<file path="config.mk">
export PLATFORM = sky130hd
export DESIGN_NAME = afbp_port
export DESIGN_NICKNAME = d
export VERILOG_FILES = /design/src/afbp_pkg.sv /design/src/afbp_buf2.sv /design/src/afbp_port.sv
export SDC_FILE = /design/constraint.sdc
export NUM_CORES = 1
export LEC_CHECK = 0
export BUFFER_PORTS_ARGS = -buffer_cell sky130_fd_sc_hd__buf_2
export CORE_UTILIZATION = 55
export CTS_CLUSTER_SIZE = 12
export DETAILED_ROUTE_END_ITERATION = 7
export PLACE_DENSITY = 0.78
export SETUP_SLACK_MARGIN = 0.3
export SLEW_MARGIN = 20
export SYNTH_ARGS = -nofsm -noshare
export SYNTH_HDL_FRONTEND = slang
export SYNTH_SLANG_ARGS = --single-unit
</file>
<file path="constraint.sdc">
create_clock -name clk -period 2.8 [get_ports clk]
set_input_delay 0.14 -clock clk [delete_from_list [all_inputs] [get_ports clk]]
set_output_delay 0.14 -clock clk [all_outputs]
set_load 0.02 [all_outputs]
</file>
<file path="src/afbp_pkg.sv">
// Shared constants and types for the strobe-driven parallel port
package afbp_pkg;
  localparam int DATA_W = 8;
  localparam int BUF_DEPTH = 2;
  localparam logic [DATA_W-1:0] DATA_RESET = 8'h00;
  // Pin mode selected by the host command
  typedef enum logic [1:0] {AFBP_MODE_OFF, AFBP_MODE_FIFO, AFBP_MODE_BITBANG} afbp_mode_t;
  localparam logic [1:0] CMD_MODE_OFF = 2'h0;
  localparam logic [1:0] CMD_MODE_FIFO = 2'h1;
  localparam logic [1:0] CMD_MODE_BITBANG = 2'h2;
  // Strobe output pulse width in nanoseconds, rounded up to clock cycles
  localparam int STROBE_NS = 10;
  localparam int CLK_PERIOD_NS = 5;
  localparam int STROBE_CYC = (STROBE_NS + CLK_PERIOD_NS - 1) / CLK_PERIOD_NS;
  localparam logic [3:0] STROBE_CNT = 4'(STROBE_CYC);
endpackage : afbp_pkg

</file>
<file path="src/afbp_buf2.sv">
// Two-entry buffer with valid and ready on both sides
module afbp_buf2 (
  input wire logic clk,
  input wire logic nrst,
  input wire logic ce,
  input wire logic flush,
  input wire logic in_valid,
  output logic in_ready,
  input wire logic [afbp_pkg::DATA_W-1:0] in_data,
  output logic out_valid,
  input wire logic out_ready,
  output logic [afbp_pkg::DATA_W-1:0] out_data
);
  logic [afbp_pkg::DATA_W-1:0] mem_reg [afbp_pkg::BUF_DEPTH];
  logic wptr_reg;
  logic rptr_reg;
  logic [1:0] count_reg;
  wire push = in_valid && in_ready;
  wire pop = out_valid && out_ready;

  // Flags from the fill count
  assign in_ready = (count_reg != 2'h2);
  assign out_valid = (count_reg != 2'h0);
  assign out_data = mem_reg[rptr_reg];

  // Pointer and count update
  always_ff @(posedge clk or negedge nrst) begin
    if (!nrst) begin
      wptr_reg <= 1'b0;
      rptr_reg <= 1'b0;
      count_reg <= 2'h0;
    end else if (ce) begin
      if (flush) begin
        wptr_reg <= 1'b0;
        rptr_reg <= 1'b0;
        count_reg <= 2'h0;
      end else begin
        if (push) wptr_reg <= ~wptr_reg;
        if (pop) rptr_reg <= ~rptr_reg;
        count_reg <= 2'(count_reg + {1'b0, push} - {1'b0, pop});
      end
    end
  end

  // Storage
  always_ff @(posedge clk) begin
    if (ce && push) mem_reg[wptr_reg] <= in_data;
  end
endmodule : afbp_buf2

</file>
<file path="src/afbp_port.sv">
// Parallel port: asynchronous FIFO mode and bit-bang mode on one 8-bit bus
////////////////////////////////////////////////////////////////////////////////
// What this block does
// - FIFO pin behaviour only when configuration memory selects async FIFO mode.
// - Falling edges of read and write strobes perform the transfers.
// - In FIFO mode the data bus is input; driven only while read strobe is low.
// - Data-available flag low when a receive byte waits; controller reads only then.
// - Read strobe rising drops data-available; reasserts only if another byte waits.
// - During reset both flags are undriven and read as high.
// - Space-available low when transmit side accepts; controller writes only then.
// - Byte shown on read strobe fall; next byte fetched on its rise.
// - Bus captured into transmit path on write strobe falling edge.
// - Wake pulse while suspended with wakeup enabled requests resume.
// - Wake pulse while active requests that transmit data be sent on next Bulk-IN.
// - Bit-bang mode makes the eight lines one bidirectional parallel bus.
// - Bit-bang mode entered only by the host pin-mode command.
// - Bit-bang pulses write-indicate low after new host data reaches pins.
// - Bit-bang raises read-indicate after pins are sampled and sent.
module afbp_port (
  input wire logic clk,
  input wire logic nrst,
  input wire logic ce,
  input wire logic cfg_async_fifo,
  input wire logic cfg_remote_wake,
  input wire logic set_pin_mode_valid,
  input wire logic [1:0] set_pin_mode_command,
  input wire logic usb_configured_n,
  input wire logic rd_n,
  input wire logic wr_n,
  input wire logic send_now_wake_n,
  input wire logic [7:0] parallel_data_bus_in,
  output logic [7:0] parallel_data_bus_out,
  output logic [7:0] parallel_data_bus_oe,
  output logic rx_data_avail_n,
  output logic rx_data_avail_oe,
  output logic tx_space_avail_n,
  output logic tx_space_avail_oe,
  output logic pins_updated_strobe_n,
  output logic pins_sampled_strobe,
  input wire logic host_rx_valid,
  output logic host_rx_ready,
  input wire logic [7:0] host_rx_data,
  output logic host_tx_valid,
  input wire logic host_tx_ready,
  output logic [7:0] host_tx_data,
  input wire logic [7:0] bb_dir,
  output logic resume_req,
  output logic send_now_req
);
  afbp_pkg::afbp_mode_t mode_reg;
  afbp_pkg::afbp_mode_t mode_next;
  logic rd_d_reg;
  logic wr_d_reg;
  logic wake_d_reg;
  logic [7:0] rx_hold_reg;
  logic rx_hold_valid_reg;
  logic rx_show_reg;
  logic rxf_n_reg;
  logic txe_n_reg;
  logic [7:0] bus_out_reg;
  logic [7:0] bus_oe_reg;
  logic upd_n_reg;
  logic smp_reg;
  logic [3:0] upd_cnt_reg;
  logic [3:0] smp_cnt_reg;
  logic resume_reg;
  logic send_now_reg;
  logic flags_oe_reg;
  logic bb_sample_reg;
  logic tx_wait_reg;
  logic rxb_out_valid;
  logic rxb_out_ready;
  logic [7:0] rxb_out_data;
  logic txb_in_ready;
  logic txb_in_valid;
  logic [7:0] txb_in_data;
  logic host_tx_valid_w;
  logic [7:0] host_tx_data_w;

  ////////////////////////////////////////////////////////////////////////////////
  // Mode and strobe edge decode
  wire fifo_mode = (mode_reg == afbp_pkg::AFBP_MODE_FIFO);
  wire bb_mode = (mode_reg == afbp_pkg::AFBP_MODE_BITBANG);
  // Strobe history resets to the idle high level: no false edge after reset
  wire rd_fall = rd_d_reg && !rd_n;
  wire rd_rise = !rd_d_reg && rd_n;
  wire wr_fall = wr_d_reg && !wr_n;
  // Wake counts on the rising end of its low strobe
  wire wake_pulse = !wake_d_reg && send_now_wake_n;
  // Reads with the data flag high and writes with the space flag high are ignored
  wire rd_ok = fifo_mode && rd_fall && !rxf_n_reg;
  wire wr_ok = fifo_mode && wr_fall && !txe_n_reg;
  // The update strobe generator is idle when high and counted out
  wire upd_busy = upd_cnt_reg != 4'h0;
  wire smp_busy = smp_cnt_reg != 4'h0;
  wire upd_idle = upd_n_reg && !upd_busy;
  // A new host byte goes to the pins only while the update strobe is idle
  wire bb_write = bb_mode && rxb_out_valid && upd_idle;
  wire bb_send = bb_mode && bb_sample_reg && txb_in_ready;
  // Sampling runs whenever the sample strobe is idle, so the host sees
  // a steady stream of pin values
  wire bb_sample_next = bb_mode && !bb_sample_reg && !smp_busy;
  // Counters load one less: the load edge is already the first strobe cycle
  wire [3:0] strobe_reload = afbp_pkg::STROBE_CNT - 4'h1;
  wire mode_cmd_fifo = set_pin_mode_command == afbp_pkg::CMD_MODE_FIFO;
  wire mode_cmd_bb = set_pin_mode_command == afbp_pkg::CMD_MODE_BITBANG;

  // Next mode from host command; FIFO needs the config strap
  always_comb begin
    mode_next = mode_reg;
    if (set_pin_mode_valid) begin
      if (mode_cmd_bb) mode_next = afbp_pkg::AFBP_MODE_BITBANG;
      else if (mode_cmd_fifo && cfg_async_fifo) mode_next = afbp_pkg::AFBP_MODE_FIFO;
      else mode_next = afbp_pkg::AFBP_MODE_OFF;
    end
    // Losing the strap drops FIFO mode at once; bit-bang needs no strap
    if (!cfg_async_fifo && mode_reg == afbp_pkg::AFBP_MODE_FIFO) begin
      mode_next = afbp_pkg::AFBP_MODE_OFF;
    end
  end

  ////////////////////////////////////////////////////////////////////////////////
  // Receive buffer: host to pins
  // Two entries plus the hold register let the host run ahead of the reads
  assign rxb_out_ready = (fifo_mode && !rx_hold_valid_reg) || bb_write;

  afbp_buf2 u_rx_buf (
    .clk(clk),
    .nrst(nrst),
    .ce(ce),
    .flush(1'b0),
    .in_valid(host_rx_valid),
    .in_ready(host_rx_ready),
    .in_data(host_rx_data),
    .out_valid(rxb_out_valid),
    .out_ready(rxb_out_ready),
    .out_data(rxb_out_data)
  );

  // Transmit buffer: pins to host
  // A full buffer keeps the space flag high rather than dropping a byte
  assign txb_in_valid = wr_ok || bb_send;
  assign txb_in_data = parallel_data_bus_in;

  afbp_buf2 u_tx_buf (
    .clk(clk),
    .nrst(nrst),
    .ce(ce),
    .flush(1'b0),
    .in_valid(txb_in_valid),
    .in_ready(txb_in_ready),
    .in_data(txb_in_data),
    .out_valid(host_tx_valid_w),
    .out_ready(host_tx_ready),
    .out_data(host_tx_data_w)
  );

  ////////////////////////////////////////////////////////////////////////////////
  // Mode, strobe history and wake
  // Resume and send requests are one-cycle pulses
  always_ff @(posedge clk or negedge nrst) begin
    if (!nrst) begin
      mode_reg <= afbp_pkg::AFBP_MODE_OFF;
      rd_d_reg <= 1'b1;
      wr_d_reg <= 1'b1;
      wake_d_reg <= 1'b1;
      flags_oe_reg <= 1'b0;
      resume_reg <= 1'b0;
      send_now_reg <= 1'b0;
    end else if (ce) begin
      mode_reg <= mode_next;
      rd_d_reg <= rd_n;
      wr_d_reg <= wr_n;
      wake_d_reg <= send_now_wake_n;
      flags_oe_reg <= fifo_mode;
      resume_reg <= wake_pulse && usb_configured_n && cfg_remote_wake;
      send_now_reg <= wake_pulse && !usb_configured_n;
    end
  end

  // Hold register fill from the buffer and release after a read
  wire hold_load = fifo_mode && !rx_hold_valid_reg && rxb_out_valid;
  wire hold_drop = rd_rise && rx_show_reg;
  // Flag rises on every read release; falls only once a fresh byte is held
  // and the strobe is back high, so one read never sees two flag lows
  wire rxf_clr = rd_rise || !fifo_mode;
  wire rxf_set = rx_hold_valid_reg && rd_n && !rx_show_reg;

  // Held receive byte and data-available flag
  always_ff @(posedge clk or negedge nrst) begin
    if (!nrst) begin
      rx_hold_reg <= afbp_pkg::DATA_RESET;
      rx_hold_valid_reg <= 1'b0;
      rx_show_reg <= 1'b0;
      rxf_n_reg <= 1'b1;
    end else if (ce) begin
      if (hold_load) begin
        rx_hold_reg <= rxb_out_data;
        rx_hold_valid_reg <= 1'b1;
      end else if (hold_drop) begin
        rx_hold_valid_reg <= 1'b0;
      end
      if (rd_ok) rx_show_reg <= 1'b1;
      else if (rd_rise) rx_show_reg <= 1'b0;
      if (rxf_clr) rxf_n_reg <= 1'b1;
      else if (rxf_set) rxf_n_reg <= 1'b0;
    end
  end

  // Space flag drops on every accepted write and stays up until the
  // strobe is released, so a held-low strobe cannot reopen the flag
  wire txe_clr = !fifo_mode || wr_ok;
  wire tx_wait_end = tx_wait_reg && wr_n;
  wire txe_set = !tx_wait_reg && txb_in_ready && !wr_fall;

  // Space-available flag
  always_ff @(posedge clk or negedge nrst) begin
    if (!nrst) begin
      txe_n_reg <= 1'b1;
      tx_wait_reg <= 1'b0;
    end else if (ce) begin
      if (txe_clr) begin
        txe_n_reg <= 1'b1;
        tx_wait_reg <= wr_ok;
      end else if (tx_wait_end) begin
        tx_wait_reg <= 1'b0;
      end else if (txe_set) begin
        txe_n_reg <= 1'b0;
      end
    end
  end

  ////////////////////////////////////////////////////////////////////////////////
  // Read drive: only while the strobe is low after an accepted fall
  wire rd_drive = fifo_mode && !rd_n && (rx_show_reg || rd_ok);
  logic [7:0] bus_out_next;
  logic [7:0] bus_oe_next;

  // Per-line select: held byte in FIFO mode, host byte and mask in bit-bang
  for (genvar i = 0; i < afbp_pkg::DATA_W; i++) begin : g_line
    assign bus_out_next[i] = fifo_mode ? rx_hold_reg[i] :
      (bb_write ? rxb_out_data[i] : bus_out_reg[i]);
    assign bus_oe_next[i] = fifo_mode ? rd_drive : (bb_mode && bb_dir[i]);
  end

  // Data bus drive registers
  always_ff @(posedge clk or negedge nrst) begin
    if (!nrst) begin
      bus_out_reg <= afbp_pkg::DATA_RESET;
      bus_oe_reg <= 8'h00;
    end else if (ce) begin
      bus_out_reg <= bus_out_next;
      bus_oe_reg <= bus_oe_next;
    end
  end

  // Bit-bang indicate strobes
  // Update strobe low after each host byte; sample strobe rises per sample
  always_ff @(posedge clk or negedge nrst) begin
    if (!nrst) begin
      upd_n_reg <= 1'b1;
      upd_cnt_reg <= 4'h0;
      smp_reg <= 1'b1;
      smp_cnt_reg <= 4'h0;
      bb_sample_reg <= 1'b0;
    end else if (ce) begin
      if (bb_write) begin
        upd_n_reg <= 1'b0;
        upd_cnt_reg <= strobe_reload;
      end else if (upd_busy) begin
        upd_cnt_reg <= upd_cnt_reg - 4'h1;
      end else begin
        upd_n_reg <= 1'b1;
      end
      bb_sample_reg <= bb_sample_next;
      if (bb_send) begin
        smp_reg <= 1'b1;
        smp_cnt_reg <= strobe_reload;
      end else if (smp_busy) begin
        smp_cnt_reg <= smp_cnt_reg - 4'h1;
      end else if (bb_mode) begin
        smp_reg <= 1'b0;
      end
    end
  end

  // Output pins
  // Flag enables stay low outside FIFO mode, so the pull-ups hold them high
  assign parallel_data_bus_out = bus_out_reg;
  assign parallel_data_bus_oe = bus_oe_reg;
  assign rx_data_avail_n = rxf_n_reg;
  assign rx_data_avail_oe = flags_oe_reg;
  assign tx_space_avail_n = txe_n_reg;
  assign tx_space_avail_oe = flags_oe_reg;
  assign pins_updated_strobe_n = upd_n_reg;
  assign pins_sampled_strobe = smp_reg;
  assign resume_req = resume_reg;
  assign send_now_req = send_now_reg;
  assign host_tx_valid = host_tx_valid_w;
  assign host_tx_data = host_tx_data_w;
endmodule : afbp_port

</file>
==> flow_summary.json <==
{
  "status": "finished clean",
  "antenna_found_initial": 0,
  "ff2ff_path_depth": 10,
  "layout-drive-gt1-share_pct": 29.6,
  "pre_cts_ws_ns": 0.564,
  "drtPass1Iterations": 4,
  "postCtsSetupRepairBufs": 0,
  "ff2ff_setup_slack_ns": 0.55,
  "grt_max_degree": 32,
  "row_count": 30,
  "rsz0062_at_grt": "no",
  "worstPathRequired_ns": 3.04,
  "wl_per_cell_microns": 14.4,
  "io_buffers": 71,
  "final_area_sq_um": 4640,
  "period_minus_slack_ns": 2.25,
  "die_h_microns": 85.6,
  "h-tree-depth": 3,
  "syn_avg_cell_area_sq_um": 11.9,
  "power.density_nw_per_um2": 864,
  "synth_area_leaders": "dfrtp_1 (32%), edfxtp_1 (25%), mux2_2 (5.3%)",
  "cts_max_path_buffers": 2,
  "ir_drop_uv": 528,
  "async_flop_share_pct": 63.6,
  "layout_setup_ws_ns": 0.554,
  "tritoncts": "done",
  "clk_latency_ns": 0.36,
  "num_vias": 2654,
  "post-route-period-util_pct": 80.2,
  "tightest_slew_ns": 0.672,
  "place_area_sq_um": 4270,
  "r2r-end": "u_rx_buf.count_reg[1]",
  "critical_path.max_fanout": 4,
  "grt_pass1_wl_microns": 11800,
  "final_nets": 462,
  "crit_path_start_kind": "flip-flop",
  "min_path_type": "primary input to flip-flop",
  "cts_resized": 0,
  "cts_inserted_buffers": 9,
  "place_hpwl_microns": 4900,
  "drtIter0Drc": 163,
  "setup_viol": 0,
  "holdBufCountCts": 19,
  "cap_violations": 0,
  "leakage_nw": 2.04,
  "endpoint_kind": "flip-flop",
  "critical_path.startpoint": "upd_cnt_reg[0]",
  "synth_nets": 369,
  "seq_area_frac_synth_pct": 61.7,
  "cts.sinks": 88,
  "fin_worst_skew_ns": 0.0142,
  "start_util_pct": 56.8,
  "slew_viol_final": 0,
  "netlist_area_sq_um": 3840,
  "postLayoutCoreUtil_pct": 68.6,
  "areaGrowthSynthToFinish_pct": 20.8,
  "wl_microns": 7210,
  "setup_tns_ns": 0,
  "ant_nets": 0,
  "dieWidth_microns": 85.6,
  "synth_most_common_cell": "dfrtp_1",
  "grt_pass1_vias": 2642,
  "clk_pin_slew_ns": 0.09,
  "synth_edf_count": 32,
  "hold_viol_final": 0,
  "synth_cell_types": 50,
  "fmax_mhz": 445,
  "via_per_inst": 5.29,
  "overflow": 0,
  "cts_root_buffer": "clkbuf_8",
  "critPathArrivalTime_ns": 2.49,
  "rr_startpoint": "upd_cnt_reg[0]",
  "yosys.area.top_type": "dfrtp_1",
  "worst-setup-path-type": "flip-flop to flip-flop",
  "worstSetupEndpoint": "u_rx_buf.count_reg[1]",
  "track_usage_pct": 21.2,
  "netlist_top_cells_count": "dfrtp_1 (49), nor2_1 (44), a21oi_1 (35)",
  "die_area_sq_um": 7320,
  "yosysWarnings": 0,
  "gp_congestion": 0.773,
  "n_antenna_cell": 0,
  "ys.flop_type": "dfrtp_1",
  "holdWs_ns": 0.0444,
  "yosys.area.top_type_share_pct": 31.9,
  "synth-seq-cells": 88,
  "core-area_sq_um": 6760,
  "relSlewSlack_pct": 55.0,
  "drc": 0,
  "io_pins": 72,
  "netlist_instances": 324
}
## stage by stage
step                std cells  power, mW
floorplan                 324       2.83
global placement          467       3.14
detailed placement        467       3.21
CTS                       502       4.03
global route              502       4.26
finish                    502       4.01
## layer usage
metal,GRT usage [%],up-vias,share of wire (%)
met5,0,-,0
met4,9.85,0,1.5
met3,3.85,7,2.8
met2,36.2,46,52
met1,26.5,1275,44
li1,-,1326,-
## worst max-delay path, cell delays in order (launching register included)
cell     delay [ns]
dfrtp_1        0.41
inv_1          0.07
ha_1           0.20
or3b_2         0.48
o32ai_1        0.14
ha_1           0.27
inv_1          0.06
ha_1           0.16
xor2_1         0.14
nand2_1        0.08
xnor2_1        0.13
## area by class of cell
cell class                      count  area [sq um]
Sequential cell                    88          2370
Inverter                           17          63.8
Clock buffer                       10           128
Fill cell                         503          2120
Tap cell                           80           100
Clock inverter                      6          51.3
Multi-Input combinational cell    206          1340
Timing Repair Buffer               95           583
## power by group
part	total, mW	switching (mW)	internal, mW
logic	1.27	0.693	0.575
clock network	0.803	0.469	0.334
registers	1.94	0.259	1.68
## how the worst min path moves through the flow
stage | cells after the start | slack [ns] | endpoint | start
after detailed placement | 1 | 0.18 | resume_req | nrst
final | 2 | 0.04 | wake_d_reg | send_now_wake_n
after global placement | 1 | 0.16 | resume_req | nrst
after floorplan | 0 | -0.16 | bb_sample_reg | nrst
after CTS | 2 | 0.03 | wake_d_reg | send_now_wake_n
after global routing | 2 | 0.04 | wake_d_reg | send_now_wake_n
## cells by family after synthesis
logic type                 share of synthesized area (%)
AOI/OAI and AO/OA                                   10.5
xor gates and xnor gates                            1.82
adders and majority gates                           2.28
buffers and inverters                               3.32
DFF                                                 61.7
muxes                                               7.62
and+or+nand+nor                                     12.7
## cells in the final DEF (no fill, tap or decap), types with 5 or more instances in the layout
| master | Yosys | routed |
|---|---|---|
| buf_4 | 1 | 5 |
| o21ai_0 | 17 | 17 |
| nand2b_1 | 6 | 6 |
| a21oi_1 | 35 | 35 |
| mux2_2 | 18 | 18 |
| edfxtp_1 | 32 | 32 |
| ha_1 | 7 | 7 |
| nand2_1 | 17 | 17 |
| clkbuf_8 | 0 | 9 |
| dfstp_2 | 7 | 7 |
| dfrtp_1 | 49 | 49 |
| buf_2 | 2 | 71 |
| dlygate4sd3_1 | 0 | 19 |
| mux2i_1 | 9 | 9 |
| inv_1 | 17 | 17 |
| xnor2_1 | 6 | 6 |
| nor2_1 | 44 | 44 |
(Power assumes the default switching activity.)
